--- config.mk ---
export PLATFORM = sky130hd
export DESIGN_NAME = sbcrb_device_flat
export DESIGN_NICKNAME = d
export VERILOG_FILES = /design/src/logic/sbcrb_pkg.sv /design/src/logic/sbcrb_link_if.sv /design/src/logic/sbcrb_device.sv /design/src/flat_wrapper.sv
export SDC_FILE = /design/constraint.sdc
export NUM_CORES = 1
export LEC_CHECK = 0
export ABC_AREA = 1
export BUFFER_PORTS_ARGS = -buffer_cell sky130_fd_sc_hd__buf_2
export CORE_UTILIZATION = 50
export DETAILED_ROUTE_END_ITERATION = 16
export MAX_ROUTING_LAYER = met4
export PLACE_DENSITY_LB_ADDON = 0.2
export SLEW_MARGIN = 5
export SYNTH_ARGS = -nofsm -noshare
export SYNTH_HDL_FRONTEND = slang
export SYNTH_SLANG_ARGS = --single-unit
--- constraint.sdc ---
create_clock -name sys_clk -period 3.6 [get_ports sys_clk]
set_input_delay 0 -clock sys_clk [delete_from_list [all_inputs] [get_ports sys_clk]]
set_output_delay 0 -clock sys_clk [all_outputs]
set_load 0.05 [all_outputs]
--- src/logic/sbcrb_pkg.sv ---
package sbcrb_pkg;
  localparam int NREG = 31;
  localparam int NCTRL = 19;
  localparam int STAT_FIRST = 19;
  localparam int NSTAT = 11;
  localparam int FRAME_BITS = 16;
  localparam int RW_BIT = 7;
  localparam int DATA_LSB = 8;
  localparam logic [4:0] CNT_RW = 5'h07;
  localparam logic [4:0] CNT_FULL = 5'h10;
  localparam logic [3:0] BIT_LAST = 4'hF;
  localparam logic [3:0] BIT_DATA = 4'h8;
  localparam int IDX_MODE_SUPPLY = 0;
  localparam int IDX_HW_CONFIG = 1;
  localparam int IDX_WAKE_LEVEL = 27;
  localparam int IDX_FAMILY_ID = 30;
  // Last divider count of a link clock half period made by the host (8 sys_clk cycles)
  localparam logic [3:0] SCLK_HALF_LAST = 4'h7;

  localparam logic [6:0] ADDR_MODE_SUPPLY_CONTROL = 7'h01;
  localparam logic [6:0] ADDR_HARDWARE_CONFIG = 7'h02;
  localparam logic [6:0] ADDR_WATCHDOG_CONTROL = 7'h03;
  localparam logic [6:0] ADDR_BUS_CONTROL_ONE = 7'h04;
  localparam logic [6:0] ADDR_BUS_CONTROL_TWO = 7'h05;
  localparam logic [6:0] ADDR_WAKE_CONTROL_ONE = 7'h06;
  localparam logic [6:0] ADDR_WAKE_CONTROL_TWO = 7'h07;
  localparam logic [6:0] ADDR_WAKE_PULL_CONFIG = 7'h08;
  localparam logic [6:0] ADDR_WAKE_FILTER_CONFIG = 7'h09;
  localparam logic [6:0] ADDR_TIMER_ONE_CONTROL = 7'h0C;
  localparam logic [6:0] ADDR_TIMER_TWO_CONTROL = 7'h0D;
  localparam logic [6:0] ADDR_SWITCH_SHUTDOWN_CONTROL = 7'h10;
  localparam logic [6:0] ADDR_HIGHSIDE_CONTROL_ONE = 7'h14;
  localparam logic [6:0] ADDR_HIGHSIDE_CONTROL_TWO = 7'h15;
  localparam logic [6:0] ADDR_GENERAL_IO_CONTROL = 7'h17;
  localparam logic [6:0] ADDR_PWM_ONE_DUTY = 7'h18;
  localparam logic [6:0] ADDR_PWM_TWO_DUTY = 7'h19;
  localparam logic [6:0] ADDR_PWM_FREQUENCY_SELECT = 7'h1C;
  localparam logic [6:0] ADDR_SYSTEM_SCRATCH_STATUS = 7'h1E;
  localparam logic [6:0] ADDR_SUPPLY_STATUS_TWO = 7'h40;
  localparam logic [6:0] ADDR_SUPPLY_STATUS_ONE = 7'h41;
  localparam logic [6:0] ADDR_THERMAL_STATUS = 7'h42;
  localparam logic [6:0] ADDR_DEVICE_STATUS = 7'h43;
  localparam logic [6:0] ADDR_BUS_STATUS_ONE = 7'h44;
  localparam logic [6:0] ADDR_BUS_STATUS_TWO = 7'h45;
  localparam logic [6:0] ADDR_WAKE_STATUS_ONE = 7'h46;
  localparam logic [6:0] ADDR_WAKE_STATUS_TWO = 7'h47;
  localparam logic [6:0] ADDR_WAKE_LEVEL_STATUS = 7'h48;
  localparam logic [6:0] ADDR_HIGHSIDE_FAULT_STATUS = 7'h54;
  localparam logic [6:0] ADDR_HIGHSIDE_OPENLOAD_STATUS = 7'h55;
  localparam logic [6:0] ADDR_FAMILY_PRODUCT_ID = 7'h7E;

  typedef logic [7:0] sbcrb_byte_type;
  typedef logic [NREG-1:0][7:0] sbcrb_regs_type;
  typedef logic [NREG-1:0][6:0] sbcrb_addrs_type;

  localparam sbcrb_addrs_type REG_ADDR = '{
    0: ADDR_MODE_SUPPLY_CONTROL, 1: ADDR_HARDWARE_CONFIG,
    2: ADDR_WATCHDOG_CONTROL, 3: ADDR_BUS_CONTROL_ONE,
    4: ADDR_BUS_CONTROL_TWO, 5: ADDR_WAKE_CONTROL_ONE,
    6: ADDR_WAKE_CONTROL_TWO, 7: ADDR_WAKE_PULL_CONFIG,
    8: ADDR_WAKE_FILTER_CONFIG, 9: ADDR_TIMER_ONE_CONTROL,
    10: ADDR_TIMER_TWO_CONTROL, 11: ADDR_SWITCH_SHUTDOWN_CONTROL,
    12: ADDR_HIGHSIDE_CONTROL_ONE, 13: ADDR_HIGHSIDE_CONTROL_TWO,
    14: ADDR_GENERAL_IO_CONTROL, 15: ADDR_PWM_ONE_DUTY,
    16: ADDR_PWM_TWO_DUTY, 17: ADDR_PWM_FREQUENCY_SELECT,
    18: ADDR_SYSTEM_SCRATCH_STATUS, 19: ADDR_SUPPLY_STATUS_TWO,
    20: ADDR_SUPPLY_STATUS_ONE, 21: ADDR_THERMAL_STATUS,
    22: ADDR_DEVICE_STATUS, 23: ADDR_BUS_STATUS_ONE,
    24: ADDR_BUS_STATUS_TWO, 25: ADDR_WAKE_STATUS_ONE,
    26: ADDR_WAKE_STATUS_TWO, 27: ADDR_WAKE_LEVEL_STATUS,
    28: ADDR_HIGHSIDE_FAULT_STATUS, 29: ADDR_HIGHSIDE_OPENLOAD_STATUS,
    30: ADDR_FAMILY_PRODUCT_ID};

  // Reserved bit positions, one byte per register
  localparam sbcrb_regs_type REG_RSV = '{
    1: 8'h04, 3: 8'h04, 4: 8'hDF, 5: 8'h3B, 6: 8'h58, 7: 8'hC0,
    8: 8'hC0, 9: 8'h88, 10: 8'h88, 11: 8'h8F, 12: 8'h88, 13: 8'h88,
    17: 8'hFA, 19: 8'hA0, 21: 8'hB8, 22: 8'h30, 23: 8'h98, 24: 8'hFF,
    25: 8'h88, 26: 8'hCF, 27: 8'h08, 28: 8'hF0, 29: 8'hC0,
    default: 8'h00};
  // Control bits that hardware may also change
  localparam sbcrb_regs_type REG_RWH = '{
    0: 8'hFC, 1: 8'h20, default: 8'h00};
  // Values after power-on or soft reset
  localparam sbcrb_regs_type REG_POR = '{default: 8'h00};
  // Bits left unchanged by a restart
  localparam sbcrb_regs_type REG_KEEP = '{
    0: 8'h23, 1: 8'hD9, default: 8'hFF};

  // Returns {hit, index} for a register address
  function automatic logic [5:0] find_idx(input logic [6:0] addr);
    logic [5:0] res;
    res = 6'h00;
    for (int i = 0; i < NREG; i++) begin
      if (REG_ADDR[i] == addr) begin
        res = {1'b1, 5'(i)};
      end
    end
    return res;
  endfunction
endpackage

--- src/logic/sbcrb_link_if.sv ---
`timescale 1ns/1ps
interface sbcrb_link_if;
  logic sclk;
  logic cs_n;
  logic mosi;
  logic miso;
  modport dev (input sclk, input cs_n, input mosi, output miso);
  modport host (output sclk, output cs_n, output mosi, input miso);
endinterface

--- src/logic/sbcrb_device.sv ---
`timescale 1ns/1ps
// What this block does
// - One frame: address byte then data byte
// - Bit seven low reads, data discarded
// - Bit seven high writes control bytes, clears status bits written as one except wake level status
// - Data D0..D7 on frame bits 8..15
// - Reserved bits always read as zero
// - Host writes zero into reserved bits
// - Reset loads power-on defaults everywhere
// - Restart loads restart values, keeps marked bits
// - Read-only, read/write and hardware-updatable bits
// - Only hardware-updatable control bits and status bits change by themselves
// - Host changes control bits by writing
// - Each address selects one whole byte
// - Write frame returns the old content
module sbcrb_device #(
  parameter logic [7:0] FAMILY_ID = 8'hA5  // Arbitrary identity value
) (
  input wire logic sys_clk,
  input wire logic arst_n,
  sbcrb_link_if.dev link,
  input wire logic soft_reset,
  input wire logic restart,
  input wire logic hw_upd_valid,
  input wire logic [4:0] hw_upd_index,
  input wire logic [7:0] hw_upd_data,
  input wire logic [7:0] hw_upd_mask,
  input wire logic [sbcrb_pkg::NSTAT-1:0][7:0] stat_set,
  output logic [sbcrb_pkg::NCTRL-1:0][7:0] ctrl_q
);
  typedef enum logic [1:0] {
    SBCRB_D_IDLE = 2'h0,
    SBCRB_D_ADDR = 2'h1,
    SBCRB_D_DATA = 2'h3
  } sbcrb_dstate_type;

  typedef struct packed {
    logic sclk_s1;
    logic sclk_s2;
    logic sclk_s3;
    logic csn_s1;
    logic csn_s2;
    logic mosi_s1;
    logic mosi_s2;
    sbcrb_dstate_type state;
    logic [4:0] cnt;
    logic [15:0] rx;
    logic [7:0] tx;
    logic miso;
    sbcrb_pkg::sbcrb_regs_type regs;
  } sbcrb_dev_type;

  sbcrb_dev_type r_reg;
  sbcrb_dev_type r_next;

  function automatic logic [7:0] read_val(
    input logic [6:0] addr,
    input sbcrb_pkg::sbcrb_regs_type regs
  );
    logic [5:0] f;
    logic [7:0] v;
    f = sbcrb_pkg::find_idx(addr);
    v = 8'h00;
    if (f[5]) begin
      v = regs[f[4:0]] & ~sbcrb_pkg::REG_RSV[f[4:0]];
    end
    return v;
  endfunction

  // New content of a register hit by a host write
  function automatic logic [7:0] host_write(
    input logic [4:0] idx,
    input logic [7:0] old,
    input logic [7:0] data
  );
    logic [7:0] v;
    v = old;
    if (int'(idx) < sbcrb_pkg::NCTRL) begin
      v = data;
    end else if (int'(idx) != sbcrb_pkg::IDX_WAKE_LEVEL &&
                 int'(idx) != sbcrb_pkg::IDX_FAMILY_ID) begin
      v = old & ~data;
    end
    return v;
  endfunction

  // Next content of a status register from its set bits
  function automatic logic [7:0] status_next(
    input int idx,
    input logic [7:0] cur,
    input logic [7:0] flags
  );
    logic [7:0] v;
    v = cur | flags;
    if (idx == sbcrb_pkg::IDX_WAKE_LEVEL) begin
      v = flags;
    end
    return v;
  endfunction

  logic rise;
  logic fall;
  logic wr_go;
  logic [5:0] wf;
  logic [7:0] wdata;

  always_comb begin
    r_next = r_reg;
    r_next.sclk_s1 = link.sclk;
    r_next.sclk_s2 = r_reg.sclk_s1;
    r_next.sclk_s3 = r_reg.sclk_s2;
    r_next.csn_s1 = link.cs_n;
    r_next.csn_s2 = r_reg.csn_s1;
    r_next.mosi_s1 = link.mosi;
    r_next.mosi_s2 = r_reg.mosi_s1;
    rise = r_reg.sclk_s2 & ~r_reg.sclk_s3;
    fall = ~r_reg.sclk_s2 & r_reg.sclk_s3;
    wr_go = 1'b0;
    if (r_reg.csn_s2) begin
      if (r_reg.state == SBCRB_D_DATA &&
          r_reg.cnt == sbcrb_pkg::CNT_FULL) begin
        wr_go = r_reg.rx[sbcrb_pkg::RW_BIT];
      end
      r_next.state = SBCRB_D_IDLE;
      r_next.cnt = 5'h00;
      r_next.miso = 1'b0;
    end else begin
      case (r_reg.state)
        SBCRB_D_IDLE: begin
          r_next.state = SBCRB_D_ADDR;
          r_next.cnt = 5'h00;
          r_next.miso = 1'b0;
        end
        SBCRB_D_ADDR: begin
          if (rise) begin
            r_next.rx[r_reg.cnt[3:0]] = r_reg.mosi_s2;
            r_next.cnt = r_reg.cnt + 5'h01;
            if (r_reg.cnt == sbcrb_pkg::CNT_RW) begin
              r_next.tx = read_val(r_reg.rx[6:0], r_reg.regs);
              r_next.state = SBCRB_D_DATA;
            end
          end
        end
        SBCRB_D_DATA: begin
          if (rise && r_reg.cnt < sbcrb_pkg::CNT_FULL) begin
            r_next.rx[r_reg.cnt[3:0]] = r_reg.mosi_s2;
            r_next.cnt = r_reg.cnt + 5'h01;
          end
          if (fall) begin
            r_next.miso = 1'b0;
            if (r_reg.cnt < sbcrb_pkg::CNT_FULL) begin
              r_next.miso = r_reg.tx[r_reg.cnt[2:0]];
            end
          end
        end
        default: begin
          r_next.state = SBCRB_D_IDLE;
        end
      endcase
    end
    // Host write at frame end
    wf = sbcrb_pkg::find_idx(r_reg.rx[6:0]);
    wdata = r_reg.rx[15:8] & ~sbcrb_pkg::REG_RSV[wf[4:0]];
    if (wr_go && wf[5]) begin
      r_next.regs[wf[4:0]] = host_write(wf[4:0], r_reg.regs[wf[4:0]],
        wdata);
    end
    // Hardware updates of updatable control bits only
    if (hw_upd_valid && int'(hw_upd_index) < sbcrb_pkg::NCTRL) begin
      r_next.regs[hw_upd_index] = (r_next.regs[hw_upd_index] &
        ~(hw_upd_mask & sbcrb_pkg::REG_RWH[hw_upd_index])) |
        (hw_upd_data & hw_upd_mask &
        sbcrb_pkg::REG_RWH[hw_upd_index]);
    end
    // Sticky status flags, set wins over clear; wake level status follows stat_set
    for (int j = 0; j < sbcrb_pkg::NSTAT; j++) begin
      r_next.regs[sbcrb_pkg::STAT_FIRST + j] = status_next(
        sbcrb_pkg::STAT_FIRST + j, r_next.regs[sbcrb_pkg::STAT_FIRST + j],
        stat_set[j]);
    end
    r_next.regs[sbcrb_pkg::IDX_FAMILY_ID] = FAMILY_ID;
    if (restart) begin
      r_next.regs = (r_next.regs & sbcrb_pkg::REG_KEEP) |
        (sbcrb_pkg::REG_POR & ~sbcrb_pkg::REG_KEEP);
    end
    if (soft_reset) begin
      r_next.regs = sbcrb_pkg::REG_POR;
      r_next.regs[sbcrb_pkg::IDX_FAMILY_ID] = FAMILY_ID;
    end
  end

  always_ff @(posedge sys_clk or negedge arst_n) begin
    if (!arst_n) begin
      r_reg <= '0;
      r_reg.csn_s1 <= 1'b1;
      r_reg.csn_s2 <= 1'b1;
      r_reg.regs <= sbcrb_pkg::REG_POR;
    end else begin
      r_reg <= r_next;
    end
  end

  assign link.miso = r_reg.miso;

  always_comb begin
    for (int i = 0; i < sbcrb_pkg::NCTRL; i++) begin
      ctrl_q[i] = r_reg.regs[i];
    end
  end
endmodule // sbcrb_device

--- src/flat_wrapper.sv ---
// flat-port wrapper written by rule: the top's interface ports become plain ports
module sbcrb_device_flat 
#(
  parameter logic [7:0] FAMILY_ID = 8'hA5                             
)
  (sys_clk, arst_n, soft_reset, restart, hw_upd_valid, hw_upd_index, hw_upd_data, hw_upd_mask, stat_set, ctrl_q, link_sclk, link_cs_n, link_mosi, link_miso);
  sbcrb_link_if link_i ();
  input wire logic sys_clk;
  input wire logic arst_n;
  input wire logic soft_reset;
  input wire logic restart;
  input wire logic hw_upd_valid;
  input wire logic [4:0] hw_upd_index;
  input wire logic [7:0] hw_upd_data;
  input wire logic [7:0] hw_upd_mask;
  input wire logic [sbcrb_pkg::NSTAT-1:0][7:0] stat_set;
  output logic [sbcrb_pkg::NCTRL-1:0][7:0] ctrl_q;
  input wire logic [$bits(link_i.sclk)-1:0] link_sclk;
  input wire logic [$bits(link_i.cs_n)-1:0] link_cs_n;
  input wire logic [$bits(link_i.mosi)-1:0] link_mosi;
  output wire logic [$bits(link_i.miso)-1:0] link_miso;
  assign link_i.sclk = link_sclk;
  assign link_i.cs_n = link_cs_n;
  assign link_i.mosi = link_mosi;
  assign link_miso = link_i.miso;
  sbcrb_device #(.FAMILY_ID(FAMILY_ID)) u_core (.sys_clk(sys_clk), .arst_n(arst_n), .link(link_i), .soft_reset(soft_reset), .restart(restart), .hw_upd_valid(hw_upd_valid), .hw_upd_index(hw_upd_index), .hw_upd_data(hw_upd_data), .hw_upd_mask(hw_upd_mask), .stat_set(stat_set), .ctrl_q(ctrl_q));
endmodule
==> impl_metrics.csv <==
group,metric,value,unit
clock_network,numCtsBuffers,34,
die,start_util,51.3,%
die,core,0.0339,sq mm
clock_network,clk_latency,0.53,ns
yosys,synth_cell_type_count,43,
sta,slew_headroom,38.1,%
clock_network,tritoncts,"built",
clock_network,clkSinkCount,281,
power,finalPower,14800,uW
yosys,ys_warn_count,0,
hold_path,hold_path_class,"in2reg",
placed_design,io_buffers,247,
final_layout,final_common_cell,"nand2_1",
routing,first_pass_iters,6,
die,ios,270,
clock_network,path_clk_slew,0.06,ns
power,irDropWorstVdd,0.000492,V
die,die_h,188,microns
routing,num_vias,16800,
power,powerDensity,709,mW/mm^2
routing,viasPerCell,5.57,
placed_design,dp_hpwl,41000,microns
setup_path,max_stage_delay,0.46,ns
final_layout,final_cell_mix,"nand2_1, nand3_1, nor2_1, dfrtp_1, buf_2",
sta,hold_viol,0,
routing,dr.first_iter.drc_count,1672,
final_layout,largest_reg_flops,152,
final_layout,fin_util,61.9,%
routing,postRouteAntennaNets,0,
flow_run,max_cap_violations,0,
global_routing,grt_pass1_wl,91500,microns
outcome,status,"completed",
placed_design,place_congestion,0.972,
routing,drc_errors,0,
routing,wirelength,59800,microns
clock_network,htreeDepth,2,
final_layout,diodes,0,
setup_path,critPathBufInv,7,
global_routing,grt_antenna_before_repair,0,
yosys,yosysTopAreaCellShare,40.2,%
clock_network,clock_path_buffers,3,
sta,min_period_over_period,94.5,%
setup_path,critPathCaptureType,"flop",
final_layout,layout.cells.non_filler,3018,
setup_path,crit_family,"simple AND/OR/NAND/NOR gates",
setup_path,cp.required,3.96,ns
global_routing,grtUsageTotal,34.3,%
yosys,ys_seq_elements,281,
sta,final_max_slew_viol_count,0,
die,die_area,0.0355,sq mm
setup_path,critPathSlowestCell,"dfrtp_2",
setup_path,crit_type,"reg2reg",
yosys,netlist_top_cells_area,"dfrtp_1, nand3_1, nand2_1",
final_layout,syn2layout_area_growth,20.6,%
placed_design,place_area,0.0189,sq mm
yosys,syn_area,0.0174,sq mm
placed_design,placed_cells,2862,
yosys,ys_seq_area_share,40.5,%
die,die_x,188,microns
final_layout,final_area,0.0209,sq mm
clock_network,cts_root_buf,"clkbuf_16",
setup_path,crit_path_max_fanout,15,
final_layout,drive_above_1_share,23.7,%
sta,period_minus_slack,3.40,ns
yosys,synth_area_per_cell,7.58,sq um
yosys,synth_top_area_cell,"dfrtp_1",
die,num_rows,67,
sta,max_freq,294,MHz
power,p_leak,0.0115,uW
global_routing,grt_overflow_total,0,
sta,final-setup-viol-count,0,
global_routing,grt_start_max_net_pins,121,
setup_path,cp-start-kind,"flop",
final_layout,nNetsFinal,2676,
final_layout,num-fill-cells,3081,
sta,finalClockSkew,0.0243,ns
yosys,synthesis.nets,2423,
setup_path,cp.arrival,3.76,ns
routing,detail_route.wl_per_cell,19.8,microns
yosys,syn_inst,2292,
global_routing,grt_pass1_vias,16100,
sta,worst_pin_slew,0.929,ns
[synth_stat cells (all sizes together)]
library cell  count
a21boi            1
a21oi           130
a221oi            1
a22oi             2
a32o              3
buf             231
clkbuf           44
clkinv            4
conb              1
dfrtp           279
dfstp             2
ha               14
inv             194
mux2i           113
nand2           427
nand3           356
nand4            17
nor2            309
nor3             37
nor3b             1
nor4              2
o2111ai           1
o211ai            3
o21a              1
o21ai            34
o21bai            1
o221ai            3
o22ai             2
o31ai             1
or2              78
[cells by family (layout without fill, tap and decap cells)]
| family | Yosys count | in the layout | share of synthesized area [%] |
|---|---|---|---|
| compound gates | 183 | 183 | 5.66 |
| fa+ha+maj | 14 | 14 | 1.01 |
| buf+inv | 473 | 751 | 14.6 |
| flops | 281 | 281 | 40.5 |
| mux | 113 | 113 | 6.51 |
| other cells | 1 | 1 | 0.0216 |
| simple gates | 1227 | 1227 | 31.7 |
[through the flow]
step	hold WS, ns	setup WS, ns	setup TNS, ns
2_1_floorplan	-0.296	0.591	0
3_3_place_gp	0.0299	0.196	0
3_5_place_dp	0.0310	0.183	0
4_1_cts	0.0166	0.123	0
5_1_grt	0.0675	-0.00259	-0.00259
6_report	0.0142	0.199	0
[metal layers]
layer	vias to the layer above	global-route usage (%)	routed length (microns)
met3	189	5.42	4900
met1	7987	44.9	24400
li1	7765	-	-
met2	877	52.2	27700
met4	0	16.1	2810
met5	-	-	0
[final cells by class]
cell class                 instances  area, sq um  share of cell area, %
multi-input combinational       1538         7850                   37.4
sequential                       281         7040                   33.6
timing repair buffer             492         3660                   17.5
clock buffer                      46          946                   4.52
inverter                         198          746                   3.56
tap                              448          561                   2.68
clock inverter                    15          158                  0.753
[report_power, final]
group	switching [uW]	internal, uW	leakage (uW)	total [uW]
Sequential	73.3	3260	0.00377	3330
Combinational	5380	2710	0.00718	8090
Clock	1410	2010	0.000543	3420
Total	6870	7970	0.0115	14800
[final timing paths]
path	startpoint	endpoint	slack, ns	cells past startpoint
max reg2reg	u_core.r_reg[260]	u_core.ctrl_q[71]	0.20	26
min	soft_reset	u_core.r_reg[238]	0.01	2
min reg2reg	u_core.r_next[280]	u_core.r_reg[280]	0.34	0
max in group asynchronous	arst_n	u_core.r_reg[259]	2.40	3
min in group asynchronous	arst_n	u_core.ctrl_q[58]	0.04	2
max	u_core.r_reg[260]	u_core.ctrl_q[71]	0.20	26
[timing repair]
item | 4_1_cts | 5_1_grt
hold buffers | 94 | 0
endpoints found under the setup margin | 0 | 119
hold endpoints to repair | 174 | 0
resized for setup | 0 | 14
buffers inserted | 0 | 1
(Power assumes the default switching activity.)
